===== src/rtl/aci_params.svh =====
// Bit positions, reset values and widths of the feature control slice
`ifndef ACI_PARAMS_SVH
`define ACI_PARAMS_SVH

`define ACI_REG_WIDTH        32
`define ACI_SLICE_HI         17
`define ACI_SLICE_LO         8
`define ACI_SLICE_WIDTH      10
`define ACI_SLICE_RESET      10'h000

`define ACI_BIT_WAIT_IDLE    17
`define ACI_BIT_FORCE_FLUSH  16
`define ACI_BIT_FORCE_TRACE  15
`define ACI_BIT_FORCE_SIMD   14
`define ACI_BIT_FORCE_MAIN   13
`define ACI_BIT_SINGLE_SIMD  12
`define ACI_BIT_SINGLE_LDST  11
`define ACI_BIT_SINGLE_ALL   10
`define ACI_BIT_PLD_NOP      9
`define ACI_BIT_WFI_NOP      8

`define ACI_RDATA_RESET      32'h0000_0000
`define ACI_SYNC_RESET       3'h0

`endif


===== src/rtl/aci_pkg.sv =====
// Types shared by the feature control slice and its sleep sequencer
package aci_pkg;

   // Low-power sequencer states
   typedef enum logic [1:0] {
      ACI_RUN   = 2'b00,
      ACI_DRAIN = 2'b01,
      ACI_SLEEP = 2'b10
   } aci_sleep_state_t;

   // Sequencer state
   typedef struct packed {
      aci_sleep_state_t state;
      logic [2:0]       irq_sync;
      logic [2:0]       dbg_sync;
      logic             irq_level;
      logic             dbg_level;
      logic             sleep;
      logic             wake;
   } aci_seq_t;

   // Control slice state
   typedef struct packed {
      logic [9:0]  slice;
      logic [31:0] rdata;
      logic        done;
      logic        undef;
      logic        stall;
      logic        flush;
      logic        trace_en;
      logic        simd_en;
      logic        main_en;
      logic        dual_ok;
      logic        pld_req;
      logic        pld_retire;
      logic        wfi_retire;
   } aci_core_t;

endpackage


===== src/rtl/aci_sleep_seq.sv =====
// Wait-for-interrupt low-power sequencer with wake-up synchronisers
`timescale 1ns/1ps
`include "aci_params.svh"

module aci_sleep_seq
   import aci_pkg::*;
(
   input  wire logic mclk_in,
   input  wire logic resetn_in,
   input  wire logic wfi_enter_in,
   input  wire logic mem_outstanding_in,
   input  wire logic irq_in,
   input  wire logic debug_req_in,
   output logic      sleep_out,
   output logic      wake_out
);

   aci_seq_t r;
   aci_seq_t next_r;

   // Sequencing: drain memory, sleep, wake on interrupt or debug request
   always_comb begin
      next_r          = r;
      next_r.wake     = 1'b0;
      // Three-stage synchronisers; stage one feeds stage two only
      next_r.irq_sync = {r.irq_sync[1:0], irq_in};
      next_r.dbg_sync = {r.dbg_sync[1:0], debug_req_in};
      // A level counts only once stages two and three agree
      if (r.irq_sync[1] == r.irq_sync[2]) begin
         next_r.irq_level = r.irq_sync[2];
      end
      if (r.dbg_sync[1] == r.dbg_sync[2]) begin
         next_r.dbg_level = r.dbg_sync[2];
      end
      case (r.state)
         ACI_RUN: begin
            if (wfi_enter_in) begin
               next_r.state = ACI_DRAIN;
            end
         end
         ACI_DRAIN: begin
            // Sleeping with accesses in flight would strand their answers
            if (r.irq_level || r.dbg_level) begin
               next_r.state = ACI_RUN;
               next_r.wake  = 1'b1;
            end else if (!mem_outstanding_in) begin
               next_r.state = ACI_SLEEP;
               next_r.sleep = 1'b1;
            end
         end
         ACI_SLEEP: begin
            if (r.irq_level || r.dbg_level) begin
               next_r.state = ACI_RUN;
               next_r.sleep = 1'b0;
               next_r.wake  = 1'b1;
            end
         end
         default: begin
            next_r.state = ACI_RUN;
            next_r.sleep = 1'b0;
         end
      endcase
   end

   // State register
   always_ff @(posedge mclk_in or negedge resetn_in) begin
      if (!resetn_in) begin
         r <= '{state: ACI_RUN, irq_sync: `ACI_SYNC_RESET, dbg_sync: `ACI_SYNC_RESET,
                irq_level: 1'b0, dbg_level: 1'b0, sleep: 1'b0, wake: 1'b0};
      end else begin
         r <= next_r;
      end
   end

   assign sleep_out = r.sleep;
   assign wake_out  = r.wake;

endmodule // aci_sleep_seq


===== src/rtl/aci_core.sv =====
// Feature control slice: issue, clock, flush and hint overrides
// Operation
// - Wait-idle bit set: non-waiting serialized coprocessor ops stall until memory idle.
// - Forced-flush bit set: flush after every coprocessor op lacking native flush.
// - Trace-clock force bit set: trace unit clock enable stays asserted.
// - SIMD-clock force bit set: SIMD unit clock enable stays asserted.
// - Main-clock force bit set: main core clock enable stays asserted.
// - SIMD single-issue bit set: never pair a SIMD instruction with another.
// - Load/store single-issue bit set: every load or store issues alone.
// - Global single-issue bit set: at most one instruction issues per cycle, never a pair.
// - Preload no-op bit set: preload hints retire with no memory access.
// - Preload no-op bit clear: each preload hint performs a memory access.
// - Wait-for-interrupt no-op bit set: instruction retires, no low-power state.
// - No-op bit clear: wait-for-interrupt sleeps until interrupt or debug request.
// - Only privileged modes reach the register; user access raises undefined.
`timescale 1ns/1ps
`include "aci_params.svh"

module aci_core
   import aci_pkg::*;
(
   input  wire logic        mclk_in,
   input  wire logic        resetn_in,
   // Coprocessor register access
   input  wire logic        reg_access_in,
   input  wire logic        reg_write_in,
   input  wire logic [31:0] reg_wdata_in,
   input  wire logic        reg_privileged_in,
   input  wire logic        reg_secure_in,
   output logic [31:0]      reg_rdata_out,
   output logic             reg_done_out,
   output logic             reg_undef_out,
   // Serialized coprocessor instructions
   input  wire logic        sysop_valid_in,
   input  wire logic        sysop_native_wait_in,
   input  wire logic        sysop_retire_in,
   input  wire logic        sysop_native_flush_in,
   input  wire logic        mem_outstanding_in,
   output logic             sysop_stall_out,
   output logic             pipeline_flush_out,
   // Clock enable requests from the clock generator
   input  wire logic        trace_clk_req_in,
   input  wire logic        simd_clk_req_in,
   input  wire logic        main_clk_req_in,
   output logic             trace_clk_en_out,
   output logic             simd_clk_en_out,
   output logic             main_clk_en_out,
   // Dual issue candidates
   input  wire logic        pair_ok_in,
   input  wire logic        slot0_simd_in,
   input  wire logic        slot0_ldst_in,
   input  wire logic        slot1_simd_in,
   input  wire logic        slot1_ldst_in,
   output logic             dual_issue_out,
   // Preload hint
   input  wire logic        preload_hint_in,
   output logic             preload_mem_req_out,
   output logic             preload_retire_out,
   // Wait for interrupt
   input  wire logic        wait_for_interrupt_in,
   input  wire logic        irq_in,
   input  wire logic        debug_req_in,
   output logic             wfi_retire_out,
   output logic             core_sleep_out,
   output logic             core_wake_out
);

   aci_core_t r;
   aci_core_t next_r;
   logic      wfi_enter;
   logic      seq_sleep;
   logic      seq_wake;

   // Reads one control bit by its register bit number
   function automatic logic ctl(input logic [9:0] slice, input int pos);
      ctl = slice[pos - `ACI_SLICE_LO];
   endfunction

   // True when either issue slot holds an instruction of the class
   function automatic logic either(input logic a, input logic b);
      either = a | b;
   endfunction

   // Sleep request only when the no-op override is clear
   assign wfi_enter = wait_for_interrupt_in && !ctl(r.slice, `ACI_BIT_WFI_NOP);

   // Low-power sequencer
   aci_sleep_seq u_sleep (
      .mclk_in            (mclk_in),
      .resetn_in          (resetn_in),
      .wfi_enter_in       (wfi_enter),
      .mem_outstanding_in (mem_outstanding_in),
      .irq_in             (irq_in),
      .debug_req_in       (debug_req_in),
      .sleep_out          (seq_sleep),
      .wake_out           (seq_wake)
   );

   // Next-state logic for registers and every override output
   always_comb begin
      next_r       = r;
      next_r.done  = 1'b0;
      next_r.undef = 1'b0;

      // Register access; answer one cycle after the request
      if (reg_access_in) begin
         if (!reg_privileged_in) begin
            next_r.undef = 1'b1;
         end else begin
            next_r.done = 1'b1;
            if (reg_write_in) begin
               // Nonsecure writes complete but leave the slice unchanged
               if (reg_secure_in) begin
                  next_r.slice = reg_wdata_in[`ACI_SLICE_HI:`ACI_SLICE_LO];
               end
            end else begin
               // Bits outside this slice belong to other logic, read zero here
               next_r.rdata = `ACI_RDATA_RESET;
               next_r.rdata[`ACI_SLICE_HI:`ACI_SLICE_LO] = r.slice;
            end
         end
      end

      // Stall serialized ops while memory is busy, native or forced
      next_r.stall = sysop_valid_in && mem_outstanding_in &&
                     (sysop_native_wait_in || ctl(r.slice, `ACI_BIT_WAIT_IDLE));

      // Flush after retiring ops, native or forced
      next_r.flush = sysop_retire_in &&
                     (sysop_native_flush_in || ctl(r.slice, `ACI_BIT_FORCE_FLUSH));

      // Clock enables; a force bit overrides any gating decision
      next_r.trace_en = trace_clk_req_in || ctl(r.slice, `ACI_BIT_FORCE_TRACE);
      next_r.simd_en  = simd_clk_req_in  || ctl(r.slice, `ACI_BIT_FORCE_SIMD);
      // Main clock also stops in sleep unless forced
      next_r.main_en  = (main_clk_req_in && !seq_sleep) ||
                        ctl(r.slice, `ACI_BIT_FORCE_MAIN);

      // Pairing permission; each override can only veto
      next_r.dual_ok = pair_ok_in;
      if (ctl(r.slice, `ACI_BIT_SINGLE_SIMD) && either(slot0_simd_in, slot1_simd_in)) begin
         next_r.dual_ok = 1'b0;
      end
      if (ctl(r.slice, `ACI_BIT_SINGLE_LDST) && either(slot0_ldst_in, slot1_ldst_in)) begin
         next_r.dual_ok = 1'b0;
      end
      if (ctl(r.slice, `ACI_BIT_SINGLE_ALL)) begin
         next_r.dual_ok = 1'b0;
      end

      // Preload hints: memory access or silent retire
      next_r.pld_req    = preload_hint_in && !ctl(r.slice, `ACI_BIT_PLD_NOP);
      next_r.pld_retire = preload_hint_in && ctl(r.slice, `ACI_BIT_PLD_NOP);

      // Wait for interrupt retires at once when overridden
      next_r.wfi_retire = wait_for_interrupt_in && ctl(r.slice, `ACI_BIT_WFI_NOP);
   end

   // State register; every control bit resets to zero
   always_ff @(posedge mclk_in or negedge resetn_in) begin
      if (!resetn_in) begin
         r <= '{slice: `ACI_SLICE_RESET, rdata: `ACI_RDATA_RESET, done: 1'b0,
                undef: 1'b0, stall: 1'b0, flush: 1'b0, trace_en: 1'b0,
                simd_en: 1'b0, main_en: 1'b0, dual_ok: 1'b0, pld_req: 1'b0,
                pld_retire: 1'b0, wfi_retire: 1'b0};
      end else begin
         r <= next_r;
      end
   end

   // Outputs, all from flip-flops
   assign reg_rdata_out       = r.rdata;
   assign reg_done_out        = r.done;
   assign reg_undef_out       = r.undef;
   assign sysop_stall_out     = r.stall;
   assign pipeline_flush_out  = r.flush;
   assign trace_clk_en_out    = r.trace_en;
   assign simd_clk_en_out     = r.simd_en;
   assign main_clk_en_out     = r.main_en;
   assign dual_issue_out      = r.dual_ok;
   assign preload_mem_req_out = r.pld_req;
   assign preload_retire_out  = r.pld_retire;
   assign wfi_retire_out      = r.wfi_retire;
   assign core_sleep_out      = seq_sleep;
   assign core_wake_out       = seq_wake;

endmodule // aci_core


===== config.mk =====
export PLATFORM = sky130hd
export DESIGN_NAME = aci_core
export DESIGN_NICKNAME = d
export VERILOG_FILES = /design/src/rtl/aci_pkg.sv /design/src/rtl/aci_sleep_seq.sv /design/src/rtl/aci_core.sv
export VERILOG_INCLUDE_DIRS = /design/src /design/src/rtl
export SDC_FILE = /design/constraint.sdc
export NUM_CORES = 1
export LEC_CHECK = 0
export BUFFER_PORTS_ARGS = -buffer_cell sky130_fd_sc_hd__buf_2
export CAP_MARGIN = 25
export CELL_PAD_IN_SITES_DETAIL_PLACEMENT = 1
export CELL_PAD_IN_SITES_GLOBAL_PLACEMENT = 2
export CORE_MARGIN = 2
export CORE_UTILIZATION = 30
export CTS_CLUSTER_DIAMETER = 80
export DETAILED_ROUTE_END_ITERATION = 6
export PLACE_DENSITY_LB_ADDON = 0.1
export SLEW_MARGIN = 20
export SYNTH_ARGS = -nofsm -noshare
export SYNTH_HDL_FRONTEND = slang
export SYNTH_HIERARCHICAL = 1
export SYNTH_SLANG_ARGS = --single-unit

===== constraint.sdc =====
create_clock -name mclk_in -period 2.4 [get_ports mclk_in]
set_input_delay 0.48 -clock mclk_in [delete_from_list [all_inputs] [get_ports mclk_in]]
set_output_delay 0.48 -clock mclk_in [all_outputs]
set_load 0.02 [all_outputs]

==> impl_metrics.csv <==
group,metric,value,unit
run_status,outcome,"completed",
logic_synthesis,seq_area_frac_synth,55.7,%
hold_path,worstHoldPathType,"in2reg",
worst_setup_path,cp_num_buf_inv,1,
logic_synthesis,synth_top_area_share,55.7,%
drt,drt_iter0_drc,33,
drt,firstDrtPassIters,2,
logic_synthesis,synthAdderAreaFrac,4.27,%
finish,design_area,0.00226,sq mm
timing,hold_viol,0,
clocking,path_clk_slew,80,ps
clocking,cts_setup_buffers,0,
finish,postLayoutCoreUtil,36.1,%
clocking,clock_insertion_delay_worst_skew,290,ps
timing,setup_ws,863,ps
pwr,ir_worst_vdd,0.336,mV
finish,seq_area,0.00108,sq mm
worst_setup_path,r2r_setup_slack,860,ps
timing,fin_setup_tns,0,ps
finish,nets,251,
finish,drive_gt1_share,49.5,%
clocking,cts-htree-levels,2,
pwr,powerDensity,953,mW/mm^2
clocking,clock_sinks,43,
worst_setup_path,cp.required,2580,ps
worst_setup_path,cpMaxStageDelayCell,"dfrtp_1",
timing,drv_slew,0,
logic_synthesis,synth_top_family_by_area,"multiplexers",
clocking,clockBufferDepth,2,
worst_setup_path,cp_max_fo,4,
global_route,grt_max_degree,20,
die,die_area,0.00710,sq mm
worst_setup_path,worst_setup_path_end_kind,"flip-flop",
drt,wl_per_cell,13.6,um
finish,multi_input_area,672,sq um
timing,finalSetupViolations,0,
finish,layout_common_cells,"55 x buf_2, 43 x dfrtp_1, 22 x conb_1",
placement,hpwl,2800,um
logic_synthesis,synth_xor_area_share,0,%
global_route,grt_antenna_before_repair,0,
pwr,total_power,2.16,mW
timing,skew,6.53,ps
logic_synthesis,synth_area_per_cell,14.1,sq um
run,max-cap-violations,0,
logic_synthesis,netlist_area,0.00193,sq mm
worst_setup_path,worstPathArrival,1720,ps
placement,io_buffers,55,
finish,layoutNonFillerInstCount,269,
logic_synthesis,synth_area_leaders,"dfrtp_1 56%, buf_4 12%, mux2_4 8.5%",
placement,placed_area,0.00215,sq mm
logic_synthesis,ys_warn_count,6,
worst_setup_path,worstPathCellList,"inv_1 -> ha_1 -> a21oi_2 -> o31ai_4 -> mux2_4",
drt,wl,3660,um
logic_synthesis,ys_ff_latch,43,
timing,fin_crit,1540,ps
die,fp.dieW,84.2,um
finish,syn_to_final_growth,17.2,%
clocking,cts_tree,"built",
die,start_util,30.8,%
logic_synthesis,synth_cell_types,30,
timing,timing.hold.ws,288,ps
placement,gp_congestion,0.804,
logic_synthesis,synthSimpleGateAreaFrac,6.15,%
finish,diodes,0,
placement,dp_slack,880,ps
clocking,cts_resized,0,
global_route,track_usage,11.1,%
logic_synthesis,synthMuxAreaShare,14.4,%
drt,num_vias,1123,
global_route,globalRoute.totalOverflow,0,
die,io_pins,100,
drt,drtAntennaViolNets,0,
logic_synthesis,yosysTopAreaCell,"dfrtp_1",
timing,period_share,64.0,%
die,core_area,0.00628,sq mm
logic_synthesis,synth_compound_area_share,5.70,%
global_route,grt_pass1_vias,1235,
finish,layout_commonest_cell,"buf_2",
timing,fmax,651,MHz
clocking,cts_buffers,5,
die,die_h,84.2,um
finish,n_fill_cell,699,
worst_setup_path,max_stage_delay,410,ps
drt,avgViaCountPerCell,4.17,
logic_synthesis,syn_inst,137,
worst_setup_path,worstSetupPathType,"reg2reg",
worst_setup_path,path_delay_family,"flip-flops",
die,row_count,29,
clocking,clockRootBuffer,"clkbuf_8",
worst_setup_path,startpoint_type,"flip-flop",
global_route,grt_pass1_wl,6120,um
timing,rsz0062_at_grt,"false",
placement,dp_cells,260,
drt,drcViolationCount,0,
pwr,leakagePower,1.18,nW
[routing by layer]
| layer | up-vias | GRT usage [%] | wire (um) |
|---|---|---|---|
| met1 | 557 | 13.8 | 1560 |
| li1 | 513 | - | - |
| met4 | 0 | 4.40 | 39 |
| met3 | 4 | 3.64 | 273 |
| met2 | 49 | 17.9 | 1780 |
| met5 | - | 0 | 0 |
[path summary, 6_finish.rpt]
check	to	start	depth (start not counted)
max	u_sleep/r[10]	u_sleep/r[11]	5
min	u_sleep/next_r[5]	debug_req_in	1
max reg2reg	u_sleep/r[10]	u_sleep/r[11]	5
min reg2reg	u_sleep/next_r[9]	u_sleep/next_r[8]	0
max in group asynchronous	r[51]	resetn_in	3
min in group asynchronous	u_sleep/wake_out	resetn_in	2
[cell type report]
cell class | count | area share [%]
well taps | 77 | 4.26
inverters | 3 | 0.498
repair buffers | 59 | 13.6
multi-input cells | 79 | 29.7
flip-flops and latches | 43 | 47.5
clock buffers | 8 | 4.42
[report_power, final]
group	switching (mW)	total, mW	internal, mW
sequential	0.0990	0.978	0.879
combinational	0.357	0.678	0.320
clock	0.239	0.502	0.263
[flip-flops by register name (all words and copies together) (netlist names)]
name                 flops
u_sleep/r                6
trace_clk_en_out         1
reg_undef_out            1
preload_retire_out       1
r                       10
u_sleep/wake_out         1
pipeline_flush_out       1
main_clk_en_out          1
simd_clk_en_out          1
sysop_stall_out          1
dual_issue_out           1
u_sleep/next_r           4
u_sleep/sleep_out        1
reg_rdata_out           10
wfi_retire_out           1
preload_mem_req_out      1
reg_done_out             1
[cells by family (layout without fill, tap and decap cells)]
kind of cell / Yosys count / count (layout)
buffers and inverters: 36 / 70
AOI/OAI and AO/OA: 13 / 13
muxes: 21 / 21
and+or+nand+nor: 16 / 16
adders and majority gates: 7 / 7
DFF: 43 / 43
other: 1 / 22
[synthesized netlist by cell type (all sizes together)]
library cell	count
or2	2
ha	5
o31ai	1
conb	1
and2b	1
nor3	1
o21a	1
and4b	1
mux2	21
o21ai	3
and3	1
nand2b	1
nor2	2
a22o	2
inv	3
nor2b	2
nand4	1
maj3	2
and2	3
o211a	1
buf	33
nand3b	1
a21oi	2
a21o	2
a21bo	1
dfrtp	43
[what timing repair did]
action | in CTS | in global routing
hold buffers | 1 | 0
endpoints found under the hold margin | 4 | 0
setup endpoints to repair | 0 | 0
Note: power is estimated with default switching activity, not from simulation.
